`src/timer_consts.svh`:
```
// constants for the dual timer control block
`ifndef TIMER_CONSTS_SVH
`define TIMER_CONSTS_SVH
// ==========================================================
// register addresses
`define ADDR_RUN_FLAG_CTRL 8'h88
`define ADDR_MODE_SELECT 8'h89
`define ADDR_T0_COUNT_LOW 8'h8A
`define ADDR_T1_COUNT_LOW 8'h8B
`define ADDR_T0_COUNT_HIGH 8'h8C
`define ADDR_T1_COUNT_HIGH 8'h8D
// ==========================================================
// run/flag control bit positions
`define BIT_T1_OVF 7
`define BIT_T1_RUN 6
`define BIT_T0_OVF 5
`define BIT_T0_RUN 4
`define BIT_EXT1_FLAG 3
`define BIT_EXT1_TYPE 2
`define BIT_EXT0_FLAG 1
`define BIT_EXT0_TYPE 0
// ==========================================================
// mode select field positions
`define BIT_T1_GATE 7
`define BIT_T1_CSEL 6
`define BIT_T1_MODE_HI 5
`define BIT_T1_MODE_LO 4
`define BIT_T0_GATE 3
`define BIT_T0_CSEL 2
`define BIT_T0_MODE_HI 1
`define BIT_T0_MODE_LO 0
// ==========================================================
// reset values and timing
`define RESET_BYTE 8'h00
`define UNMAPPED_READ 8'h00
`define PRESCALE_DIV 6
`endif

```
`src/timer_pkg.sv`:
```
// types shared by the dual timer control block
package timer_pkg;
  // ==========================================================
  // operating modes, in mode-code order
  typedef enum logic [1:0] {
    MODE_13BIT,
    MODE_16BIT,
    MODE_RELOAD,
    MODE_SPLIT
  } timer_mode_t;
endpackage : timer_pkg

```
`src/dual_timer.sv`:
```
// control, mode and count logic of two timer/counters
// Summary of operation
// - timer 1 rollover sets flag, vector clears
// - timer 0 rollover sets flag, vector clears
// - run bit one starts timer 1
// - run bit one starts timer 0
// - pin 0 interrupt sets flag, edge acknowledged
// - gate bit requires pin high to count
// - select counts prescaled clock or pin falls
// - mode 1 cascades bytes into sixteen bits
// - timer 1 mode 2 counts low byte
// - timer 1 reload low from high byte
// - timer 0 reload low from high byte
// - timer 0 mode 3 splits bytes
// - mode 0 five-bit prescaler feeds high byte
// - timer 1 mode 3 holds count
`include "timer_consts.svh"
module dual_timer
  import timer_pkg::*;
#(
  parameter int PRESCALE = `PRESCALE_DIV
) (
  // clock and reset
  input wire logic sys_clk_i,
  input wire logic rst_i,
  input wire logic ce_i,
  // register port
  input wire logic [7:0] sfr_addr_i,
  input wire logic sfr_wr_i,
  input wire logic [7:0] sfr_wdata_i,
  input wire logic sfr_rd_i,
  output logic [7:0] sfr_rdata_o,
  // pins
  input wire logic t0_count_pin_i,
  input wire logic t1_count_pin_i,
  input wire logic ext_pin_a_n_i,
  input wire logic ext_pin_b_n_i,
  // interrupt vector acknowledges
  input wire logic t0_vector_i,
  input wire logic t1_vector_i,
  input wire logic ext0_vector_i,
  input wire logic ext1_vector_i,
  // interrupt requests
  output logic t0_overflow_flag_o,
  output logic t1_overflow_flag_o,
  output logic ext_ext_pin_b_flag_o,
  output logic ext_ext_pin_a_flag_o
);
  // refuse a divider that the 8-bit counter cannot serve
  if (PRESCALE < 1 || PRESCALE > 256) begin : g_bad_prescale
    $error("PRESCALE must be 1 to 256");
  end

  localparam logic [7:0] PRESC_LAST = 8'(PRESCALE - 1);

  // ==========================================================
  // helpers
  function automatic logic [8:0] inc8(input logic [7:0] x);
    inc8 = {1'b0, x} + 9'h001;
  endfunction : inc8

  // one count step, result is {overflow, high, low}
  function automatic logic [16:0] step_pair(input timer_mode_t m, input logic [7:0] lo,
                                            input logic [7:0] hi);
    logic [8:0] l;
    logic [8:0] h;
    logic [5:0] p;
    l = inc8(lo);
    h = inc8(hi);
    p = {1'b0, lo[4:0]} + 6'h01;
    unique case (m)
      MODE_13BIT: step_pair = p[5] ? {h[8], h[7:0], lo[7:5], p[4:0]}
                                   : {1'b0, hi, lo[7:5], p[4:0]};
      MODE_16BIT: step_pair = l[8] ? {h[8], h[7:0], 8'h00} : {1'b0, hi, l[7:0]};
      MODE_RELOAD: step_pair = l[8] ? {1'b1, hi, hi} : {1'b0, hi, l[7:0]};
      MODE_SPLIT: step_pair = {l[8], hi, l[7:0]};
    endcase
  endfunction : step_pair

  // ==========================================================
  // registers
  logic [7:0] mode_reg;
  logic t0_run_bit, t1_run_bit, ext_ext_pin_b_type, ext_ext_pin_a_type;
  logic [7:0] t0_count_low, t0_count_high, t1_count_low, t1_count_high;
  timer_mode_t t0_mode, t1_mode;
  logic wr_ctrl, wr_mode, wr_tl0, wr_th0, wr_tl1, wr_th1;

  assign wr_ctrl = sfr_wr_i && sfr_addr_i == `ADDR_RUN_FLAG_CTRL;
  assign wr_mode = sfr_wr_i && sfr_addr_i == `ADDR_MODE_SELECT;
  assign wr_tl0 = sfr_wr_i && sfr_addr_i == `ADDR_T0_COUNT_LOW;
  assign wr_th0 = sfr_wr_i && sfr_addr_i == `ADDR_T0_COUNT_HIGH;
  assign wr_tl1 = sfr_wr_i && sfr_addr_i == `ADDR_T1_COUNT_LOW;
  assign wr_th1 = sfr_wr_i && sfr_addr_i == `ADDR_T1_COUNT_HIGH;

  assign t0_mode = timer_mode_t'({mode_reg[`BIT_T0_MODE_HI], mode_reg[`BIT_T0_MODE_LO]});
  assign t1_mode = timer_mode_t'({mode_reg[`BIT_T1_MODE_HI], mode_reg[`BIT_T1_MODE_LO]});

  // run, type and mode bits; software should stop a timer before a mode change
  always_ff @(posedge sys_clk_i) begin
    if (rst_i) begin
      mode_reg <= `RESET_BYTE;
      t0_run_bit <= 1'b0;
      t1_run_bit <= 1'b0;
      ext_ext_pin_b_type <= 1'b0;
      ext_ext_pin_a_type <= 1'b0;
    end else if (ce_i) begin
      if (wr_mode) begin
        mode_reg <= sfr_wdata_i;
      end
      if (wr_ctrl) begin
        t0_run_bit <= sfr_wdata_i[`BIT_T0_RUN];
        t1_run_bit <= sfr_wdata_i[`BIT_T1_RUN];
        ext_ext_pin_b_type <= sfr_wdata_i[`BIT_EXT0_TYPE];
        ext_ext_pin_a_type <= sfr_wdata_i[`BIT_EXT1_TYPE];
      end
    end
  end

  // ==========================================================
  // count sources
  logic [7:0] presc;
  logic presc_tick, t0_pin_q, t1_pin_q, t0_src, t1_src, t0_split;
  logic t0_lo_inc, t0_hi_inc, t1_inc;
  logic [16:0] t0_next, t1_next;
  logic [8:0] th0_split_next;
  logic t0_ovf, t0_hi_ovf, t1_ovf;

  // system clock divider shared by both timers
  always_ff @(posedge sys_clk_i) begin
    if (rst_i) begin
      presc <= 8'h00;
    end else if (ce_i) begin
      presc <= presc_tick ? 8'h00 : presc + 8'h01;
    end
  end

  assign presc_tick = presc == PRESC_LAST;

  // count pins idle high so the first sample after reset is no edge
  always_ff @(posedge sys_clk_i) begin
    if (rst_i) begin
      t0_pin_q <= 1'b1;
      t1_pin_q <= 1'b1;
    end else if (ce_i) begin
      t0_pin_q <= t0_count_pin_i;
      t1_pin_q <= t1_count_pin_i;
    end
  end

  assign t0_src = mode_reg[`BIT_T0_CSEL] ? (t0_pin_q & ~t0_count_pin_i) : presc_tick;
  assign t1_src = mode_reg[`BIT_T1_CSEL] ? (t1_pin_q & ~t1_count_pin_i) : presc_tick;
  assign t0_split = t0_mode == MODE_SPLIT;

  // gating: pin must be high while the gate bit is set
  assign t0_lo_inc = t0_src & t0_run_bit
                     & (~mode_reg[`BIT_T0_GATE] | ext_pin_b_n_i);
  // split high byte borrows the timer-1 run bit and always counts the clock
  assign t0_hi_inc = t0_split & t1_run_bit & presc_tick;
  // timer 1 loses its run bit to a split timer 0; mode 3 is its only stop then
  assign t1_inc = t1_src & (t1_mode != MODE_SPLIT)
                  & (t0_split | (t1_run_bit & (~mode_reg[`BIT_T1_GATE] | ext_pin_a_n_i)));

  assign t0_next = step_pair(t0_mode, t0_count_low, t0_count_high);
  assign t1_next = step_pair(t1_mode, t1_count_low, t1_count_high);
  assign th0_split_next = inc8(t0_count_high);
  assign t0_ovf = t0_lo_inc & t0_next[16];
  assign t0_hi_ovf = t0_hi_inc & th0_split_next[8];
  assign t1_ovf = t1_inc & t1_next[16];

  // ==========================================================
  // count bytes; a software write wins over a count in the same cycle
  always_ff @(posedge sys_clk_i) begin
    if (rst_i) begin
      t0_count_low <= `RESET_BYTE;
      t0_count_high <= `RESET_BYTE;
    end else if (ce_i) begin
      if (wr_tl0) begin
        t0_count_low <= sfr_wdata_i;
      end else if (t0_lo_inc) begin
        t0_count_low <= t0_next[7:0];
      end
      if (wr_th0) begin
        t0_count_high <= sfr_wdata_i;
      end else if (t0_hi_inc) begin
        t0_count_high <= th0_split_next[7:0];
      end else if (t0_lo_inc && !t0_split) begin
        t0_count_high <= t0_next[15:8];
      end
    end
  end

  always_ff @(posedge sys_clk_i) begin
    if (rst_i) begin
      t1_count_low <= `RESET_BYTE;
      t1_count_high <= `RESET_BYTE;
    end else if (ce_i) begin
      if (wr_tl1) begin
        t1_count_low <= sfr_wdata_i;
      end else if (t1_inc) begin
        t1_count_low <= t1_next[7:0];
      end
      if (wr_th1) begin
        t1_count_high <= sfr_wdata_i;
      end else if (t1_inc) begin
        t1_count_high <= t1_next[15:8];
      end
    end
  end

  // ==========================================================
  // overflow flags; set beats both the vector clear and a write
  always_ff @(posedge sys_clk_i) begin
    if (rst_i) begin
      t0_overflow_flag_o <= 1'b0;
    end else if (ce_i) begin
      if (t0_ovf) begin
        t0_overflow_flag_o <= 1'b1;
      end else if (wr_ctrl) begin
        t0_overflow_flag_o <= sfr_wdata_i[`BIT_T0_OVF];
      end else if (t0_vector_i) begin
        t0_overflow_flag_o <= 1'b0;
      end
    end
  end

  // in split mode the flag belongs to the timer-0 high byte
  always_ff @(posedge sys_clk_i) begin
    if (rst_i) begin
      t1_overflow_flag_o <= 1'b0;
    end else if (ce_i) begin
      if (t0_split ? t0_hi_ovf : t1_ovf) begin
        t1_overflow_flag_o <= 1'b1;
      end else if (wr_ctrl) begin
        t1_overflow_flag_o <= sfr_wdata_i[`BIT_T1_OVF];
      end else if (t1_vector_i) begin
        t1_overflow_flag_o <= 1'b0;
      end
    end
  end

  // ==========================================================
  // external interrupt flags
  ext_int_detect u_ext0 (
    .sys_clk_i(sys_clk_i),
    .rst_i(rst_i),
    .ce_i(ce_i),
    .pin_n_i(ext_pin_b_n_i),
    .edge_mode_i(ext_ext_pin_b_type),
    .ack_i(ext0_vector_i),
    .wr_i(wr_ctrl),
    .wr_val_i(sfr_wdata_i[`BIT_EXT0_FLAG]),
    .flag_o(ext_ext_pin_b_flag_o)
  );

  ext_int_detect u_ext1 (
    .sys_clk_i(sys_clk_i),
    .rst_i(rst_i),
    .ce_i(ce_i),
    .pin_n_i(ext_pin_a_n_i),
    .edge_mode_i(ext_ext_pin_a_type),
    .ack_i(ext1_vector_i),
    .wr_i(wr_ctrl),
    .wr_val_i(sfr_wdata_i[`BIT_EXT1_FLAG]),
    .flag_o(ext_ext_pin_a_flag_o)
  );

  // ==========================================================
  // read data, registered; unmapped addresses read zero
  always_ff @(posedge sys_clk_i) begin
    if (rst_i) begin
      sfr_rdata_o <= `UNMAPPED_READ;
    end else if (ce_i && sfr_rd_i) begin
      unique case (sfr_addr_i)
        `ADDR_RUN_FLAG_CTRL: sfr_rdata_o <= {t1_overflow_flag_o, t1_run_bit,
                                             t0_overflow_flag_o, t0_run_bit,
                                             ext_ext_pin_a_flag_o, ext_ext_pin_a_type,
                                             ext_ext_pin_b_flag_o, ext_ext_pin_b_type};
        `ADDR_MODE_SELECT: sfr_rdata_o <= mode_reg;
        `ADDR_T0_COUNT_LOW: sfr_rdata_o <= t0_count_low;
        `ADDR_T0_COUNT_HIGH: sfr_rdata_o <= t0_count_high;
        `ADDR_T1_COUNT_LOW: sfr_rdata_o <= t1_count_low;
        `ADDR_T1_COUNT_HIGH: sfr_rdata_o <= t1_count_high;
        default: sfr_rdata_o <= `UNMAPPED_READ;
      endcase
    end
  end

  // ==========================================================
  // checks
  logic wr_any;
  assign wr_any = sfr_wr_i;
endmodule : dual_timer

```
`src/ext_int_detect.sv`:
```
// external interrupt flag for one active-low pin
`include "timer_consts.svh"
module ext_int_detect
  import timer_pkg::*;
(
  // clock and reset
  input wire logic sys_clk_i,
  input wire logic rst_i,
  input wire logic ce_i,
  // pin and control
  input wire logic pin_n_i,
  input wire logic edge_mode_i,
  input wire logic ack_i,
  input wire logic wr_i,
  input wire logic wr_val_i,
  // flag
  output logic flag_o
);
  // ==========================================================
  // edge detection
  logic pin_q;
  logic fall;

  // previous pin level, idle high
  always_ff @(posedge sys_clk_i) begin
    if (rst_i) begin
      pin_q <= 1'b1;
    end else if (ce_i) begin
      pin_q <= pin_n_i;
    end
  end

  assign fall = pin_q & ~pin_n_i;

  // level mode tracks the pin; edge mode latches, set beats clear
  always_ff @(posedge sys_clk_i) begin
    if (rst_i) begin
      flag_o <= 1'b0;
    end else if (ce_i) begin
      if (!edge_mode_i) begin
        flag_o <= ~pin_n_i;
      end else if (fall) begin
        flag_o <= 1'b1;
      end else if (wr_i) begin
        flag_o <= wr_val_i;
      end else if (ack_i) begin
        flag_o <= 1'b0;
      end
    end
  end
endmodule : ext_int_detect

```
`config.mk`:
```
export PLATFORM = sky130hd
export DESIGN_NAME = dual_timer
export DESIGN_NICKNAME = d
export VERILOG_FILES = /design/src/timer_pkg.sv /design/src/dual_timer.sv /design/src/ext_int_detect.sv
export VERILOG_INCLUDE_DIRS = /design/src
export SDC_FILE = /design/constraint.sdc
export NUM_CORES = 1
export LEC_CHECK = 0
export ABC_AREA = 1
export BUFFER_PORTS_ARGS = -buffer_cell sky130_fd_sc_hd__buf_4
export CORE_MARGIN = 2
export CORE_UTILIZATION = 60
export DETAILED_ROUTE_END_ITERATION = 7
export PLACE_DENSITY = 0.8
export SLEW_MARGIN = 20
export SYNTH_ARGS = -nofsm -noshare
export SYNTH_HDL_FRONTEND = slang
export SYNTH_HIERARCHICAL = 1
export SYNTH_SLANG_ARGS = --single-unit
```
`constraint.sdc`:
```
create_clock -name sys_clk_i -period 1.98 [get_ports sys_clk_i]
set_clock_uncertainty 0.1 [all_clocks]
set_input_delay 0.198 -clock sys_clk_i [delete_from_list [all_inputs] [get_ports sys_clk_i]]
set_output_delay 0.198 -clock sys_clk_i [all_outputs]
set_load 0.05 [all_outputs]
```
# After elaboration in Yosys (flattened, before gate mapping)
# Index checks and enable logic that the tools add are counted.
totals:
  ff_bits: 68
  out_inout_bits: 12
classes:
  add_sub_neg: 7
  eq_ne: 26
  muxes: 36
  bitwise: 23
  reduce_logical: 29
op_table:
  columns: ["cell", "n"]
  rows:
  - ["17-bit case mux with 4 select lines", 2]
  - ["17-bit 2-to-1 mux", 6]
  - ["8-bit 2-to-1 mux", 10]
  - ["8-bit == test (second input constant)", 6]
  - ["8-bit case mux with 6 select lines", 1]
  - ["8-bit by 1-bit adder with 9-bit output (second input constant)", 4]
  - ["1-bit 2-to-1 mux", 17]
  - ["2-bit AND reduction", 8]
  - ["1-bit bitwise AND", 14]
  - ["5-bit by 1-bit adder with 6-bit output (second input constant)", 2]
  - ["6-bit AND reduction", 2]
  - ["2-bit != test (second input constant)", 5]
  - ["3-bit != test (second input constant)", 3]
  - ["3-bit nonzero test", 3]
  - ["8-bit by 1-bit adder with 8-bit output (second input constant)", 1]
  - ["2-bit == test (second input constant)", 4]
  - ["8-bit by 3-bit == test with 1-bit output (second input constant)", 1]
  - ["1-bit logical AND", 8]
  - ["4-bit by 2-bit != test with 1-bit output (second input constant)", 2]
  - ["4-bit != test (second input constant)", 2]
  - ["1-bit inverter", 6]
  - ["3-bit AND reduction", 2]
  - ["2-bit nonzero test", 3]
  - ["2-bit by 1-bit == test with 1-bit output (second input constant)", 2]
  - ["4 further kinds", 7]

# Depth between registers and ports, before layout
depth:
  ltp_word: 9
  mapped_depth: 14
  depth_no_buf: 14

# By module
# The synthesis kept the hierarchy.
modules_own_cells:
  columns: ["mod", "instances", "cells_each", "area_each_um2"]
  rows:
  - ["dual_timer", 1, 680, 4346.7]
  - ["ext_int_detect", 2, 17, 106.4]

# Worst setup path after synthesis
# No wires, ideal clock.
synth_timing:
  kind: "register -> register"
  startpoint: "register t1_count_low[0]"
  endpoint: "register t1_count_high[5]"
  arrival_time_ns: 1.477
  setup_slack_ns: 0.288
  path_stages_with_launch: 12
  path_buffers: 1
  synth_period_minus_slack_ns: 1.692
  path_cell_list: "dfxtp_1 ha_1 nand2_1 nor2_4 nand3_2 nand2_2 nand3_2 nand2_4 nand2_4 buf_6 o21ai_1 nor2_1"
synth_between:
  elab_chain_len: 3
  word_cells_on_any_way: 5
synth_lines:
  columns: ["element", "line", "rtl"]
  rows:
  - ["start: declaration", "dual_timer.sv:84", "logic [7:0] t0_count_low, t0_count_high, t1_count_low, t1_count_high;"]
  - ["start signal: assignment", "dual_timer.sv:194", "t1_count_low <= `RESET_BYTE;"]
  - ["start signal: assignment", "dual_timer.sv:198", "t1_count_low <= sfr_wdata_i;"]
  - ["start signal: assignment", "dual_timer.sv:200", "t1_count_low <= t1_next[7:0];"]
  - ["8-bit by 1-bit adder with 9-bit output or 5-bit by 1-bit adder with 6-bit output (tied branches)", "dual_timer.sv:59, dual_timer.sv:70", null]
  - ["3-bit != test (no source line)", null, null]
  - ["6-bit AND reduction (no source line) *", null, null]
  - ["end signal: assignment", "dual_timer.sv:195", "t1_count_high <= `RESET_BYTE;"]
  - ["end signal: assignment", "dual_timer.sv:203", "t1_count_high <= sfr_wdata_i;"]
  - ["end signal: assignment", "dual_timer.sv:205", "t1_count_high <= t1_next[15:8];"]
  - ["end: declaration", "dual_timer.sv:84", null]
# Every way passes the cells marked *; elsewhere a longest branch is shown, timed or not.
# A chain may end at the register's enable or synchronous reset.

# Worst setup path in the final report
layout_timing:
  startpoint: "register presc[0]"
  endpoint: "register t1_count_low[7]"
layout_between:
  elab_chain_len: 6
layout_lines:
  columns: ["element", "line", "rtl"]
  rows:
  - ["start: declaration", "dual_timer.sv:121", "logic [7:0] presc;"]
  - ["start signal: assignment", "dual_timer.sv:133", "presc <= presc_tick ? 8'h00 : presc + 8'h01;"]
  - ["8-bit by 3-bit == test with 1-bit output", "dual_timer.sv:137", "assign presc_tick = presc == PRESC_LAST;"]
  - ["1-bit 2-to-1 mux", "dual_timer.sv:151", "assign t1_src = mode_reg[`BIT_T1_CSEL] ? (t1_pin_q & ~t1_count_pin_i) : presc_tick;"]
  - ["1-bit bitwise AND (2 in series)", "dual_timer.sv:160", "assign t1_inc = t1_src & (t1_mode != MODE_SPLIT)"]
  - ["2-bit nonzero test (no source line)", null, null]
  - ["3-bit AND reduction (no source line)", null, null]
# No other way between the ends.

==> flow_metrics.env <==
export IMPL_fill_cells=633
export IMPL_ys_types=41
export IMPL_clkLatencyLatePin_ps=350
export IMPL_met3_length_mm=1.71
export IMPL_syn_avg_cell_area_um2=6.39
export IMPL_r2r_cells=13
export IMPL_synth_edf_count=0
export IMPL_insertedDiodeCount=0
export IMPL_fin_crit_sh_pct=91.0
export IMPL_finalHoldViolations=0
export IMPL_setup_viol=0
export IMPL_core_area_um2=7290
export IMPL_met2WireLength_mm=6.05
export IMPL_wl_met1_mm=6.01
export IMPL_placed_area_um2=5010
export IMPL_cp_required_ps=2170
export IMPL_switching_share_pct=25.3
export IMPL_comb_power_share_pct=9.1
export IMPL_status="completed"
export IMPL_wl_mm=14.5
export IMPL_grt_max_degree=35
export IMPL_synthArstFlopShare_pct=0
export IMPL_p_sw_uw=788
export IMPL_synth_top_area_share_pct=29.9
export IMPL_vias_per_cell=5.97
export IMPL_die_x_um=91.2
export IMPL_reg2reg_from="presc[0]$_SDFFE_PP0P_"
export IMPL_grt_antenna_before_repair=0
export IMPL_rows=31
export IMPL_place_hpwl_mm=10.8
export IMPL_clk_pin_slew_ps=80
export IMPL_track_usage_pct=35.3
export IMPL_cts_sinks=68
export IMPL_port_buffers=40
export IMPL_drtAntennaViolNets=0
export IMPL_drive_gt1_share_pct=16.0
export IMPL_critPathCaptureType="flip-flop"
export IMPL_ios=41
export IMPL_p_total_uw=3120
export IMPL_final_common_cell="nand2_1"
export IMPL_maxCapViolCount=0
export IMPL_area_growth_syn_to_layout_pct=16.7
export IMPL_fin_nets=803
export IMPL_tritoncts="done"
export IMPL_grt_pass1_wl_mm=23.2
export IMPL_syn_inst=714
export IMPL_wire_per_inst_um=16.6
export IMPL_period_needed_ps=1800
export IMPL_holdCritPathClass="in -> reg"
export IMPL_gp_congestion=0.970
export IMPL_synthFlopType="dfxtp_1"
export IMPL_grt_overflow=0
export IMPL_crit_fanout=8
export IMPL_start_util_pct=62.5
export IMPL_ys_warn_count=6
export IMPL_die_area_um2=8310
export IMPL_netlist_top_cells_area="dfxtp_1, nand2_1, nor2_1, inv_1, a21oi_1"
export IMPL_synthesis_area_um2=4560
export IMPL_drt_iter0_drc=583
export IMPL_clk_path_buf_depth=2
export IMPL_vias=5209
export IMPL_drtPass1Iterations=8
export IMPL_min_path_cells=3
export IMPL_power_density_nw_per_um2=586
export IMPL_highest_layer="met4"
export IMPL_htree_levels=3
export IMPL_cp_data_arrival_time_ps=1990
export IMPL_ys_ff_latch=68
export IMPL_cts_root_buf="clkbuf_8"
export IMPL_power_leakage_uw=0.00234
export IMPL_totalNegativeSetupSlack_ps=0
export IMPL_yosysSeqAreaShare_pct=29.9
export IMPL_seqPwrFrac_pct=45.1
export IMPL_slew_viol_final=0
export IMPL_critPathLaunchType="flip-flop"
export IMPL_syn_num_nets=749
export IMPL_drc=0
export IMPL_crit_start="presc[0]$_SDFFE_PP0P_"
export IMPL_cts_buffers=9
export IMPL_design_area_um2=5320
export IMPL_power_internal_uw=2330
export IMPL_path_class="reg -> reg"
export IMPL_mostFrequentLayoutCells="nand2_1, nor2_1, inv_1"
export IMPL_max_vdd_ir_drop_mv=0.401
export IMPL_clockPowerShare_pct=45.8
export IMPL_die_height_um=91.2
export IMPL_synth_top_area_cell="dfxtp_1"
export IMPL_fmax_ghz=0.555
export IMPL_slew_headroom_pct=73.5
export IMPL_grt_pass1_vias=4669
export IMPL_tightest_slew_ps=395
export IMPL_hold_ws_ps=14.6
export IMPL_holdCritStartpoint="ext_pin_b_n_i"
## power groups by stage
stage                     Sequential [µW]  Combinational (µW)  Clock (µW)
after global placement               1430                 266           0
after CTS                            1400                 275        1440
final                                1400                 284        1430
after global routing                 1410                 302        1490
after detailed placement             1430                 271           0
after floorplan                      1470                 110           0
## cell type report
| class | count | area, µm² | area share [%] |
|---|---|---|---|
| multi-input cells | 537 | 2780 | 52.2 |
| flip-flops and latches | 68 | 1360 | 25.6 |
| repair buffers | 62 | 470 | 8.84 |
| inverters | 90 | 339 | 6.37 |
| clock buffers | 9 | 124 | 2.33 |
| clock inverters | 7 | 124 | 2.33 |
| well taps | 99 | 124 | 2.33 |
## per-layer routing
| metal | vias up | global-route usage [%] |
|---|---|---|
| li1 | 2471 | - |
| met3 | 58 | 5.73 |
| met5 | - | 0 |
| met4 | 0 | 18.2 |
| met1 | 2340 | 49.3 |
| met2 | 340 | 52.2 |
## worst paths after layout
check	end	slack [ps]
worst min register to register	t1_pin_q$_SDFFE_PP1P_	380
worst max register to register	t1_count_low[7]$_SDFFE_PP0P_	180
worst min-delay path	u_ext0/pin_q$_SDFFE_PP1P_	10
worst max-delay path	t1_count_low[7]$_SDFFE_PP0P_	180
## worst max-delay path: stages, from the launching register on
cell and delay (ps):
dfxtp_1 380, ha_1 180, nand3_2 120, nor2_4 150, nand2_1 80, nand2_2 100, nand2_1 70, nand2_2 80
nand2_4 80, clkinv_2 110, nand2_2 80, nand2_1 60, nand2_1 40, nor2_1 100
## synth_stat cells, types with 8 or more instances
master,instances
o21ai_0,54
a21oi_1,54
o21ai_1,9
nand2_1,162
inv_1,83
xor2_1,12
o22ai_1,18
clkbuf_1,8
nand3_1,44
nand2_2,9
dfxtp_1,68
nor2_1,91
nand4_1,12
## through the flow
step | cells | setup slack, ps | util (%)
6_report | 872 | 178 | 73.0
5_1_grt | 872 | -13.6 | 73.0
4_1_cts | 870 | 76.8 | 72.4
3_5_place_dp | 852 | 104 | 68.8
3_3_place_gp | 852 | 151 | 68.8
2_1_floorplan | 714 | 288 | -
## logic make-up (layout without fill, tap and decap cells)
logic type / Yosys count / in the layout / share of synthesized area, %
compound gates: 163 / 163 / 20.1
xor+xnor: 16 / 16 / 3.07
fa+ha+maj: 6 / 6 / 1.65
buf+inv: 109 / 168 / 9.74
flops: 68 / 68 / 29.9
simple gates: 352 / 352 / 35.6
## timing repair
action	CTS	global route
buffers inserted	0	2
hold buffers	2	0
hold endpoints to repair	2	0
endpoints found under the setup margin	0	26
resized for setup	0	9
Power figures use the tool's default switching activity.
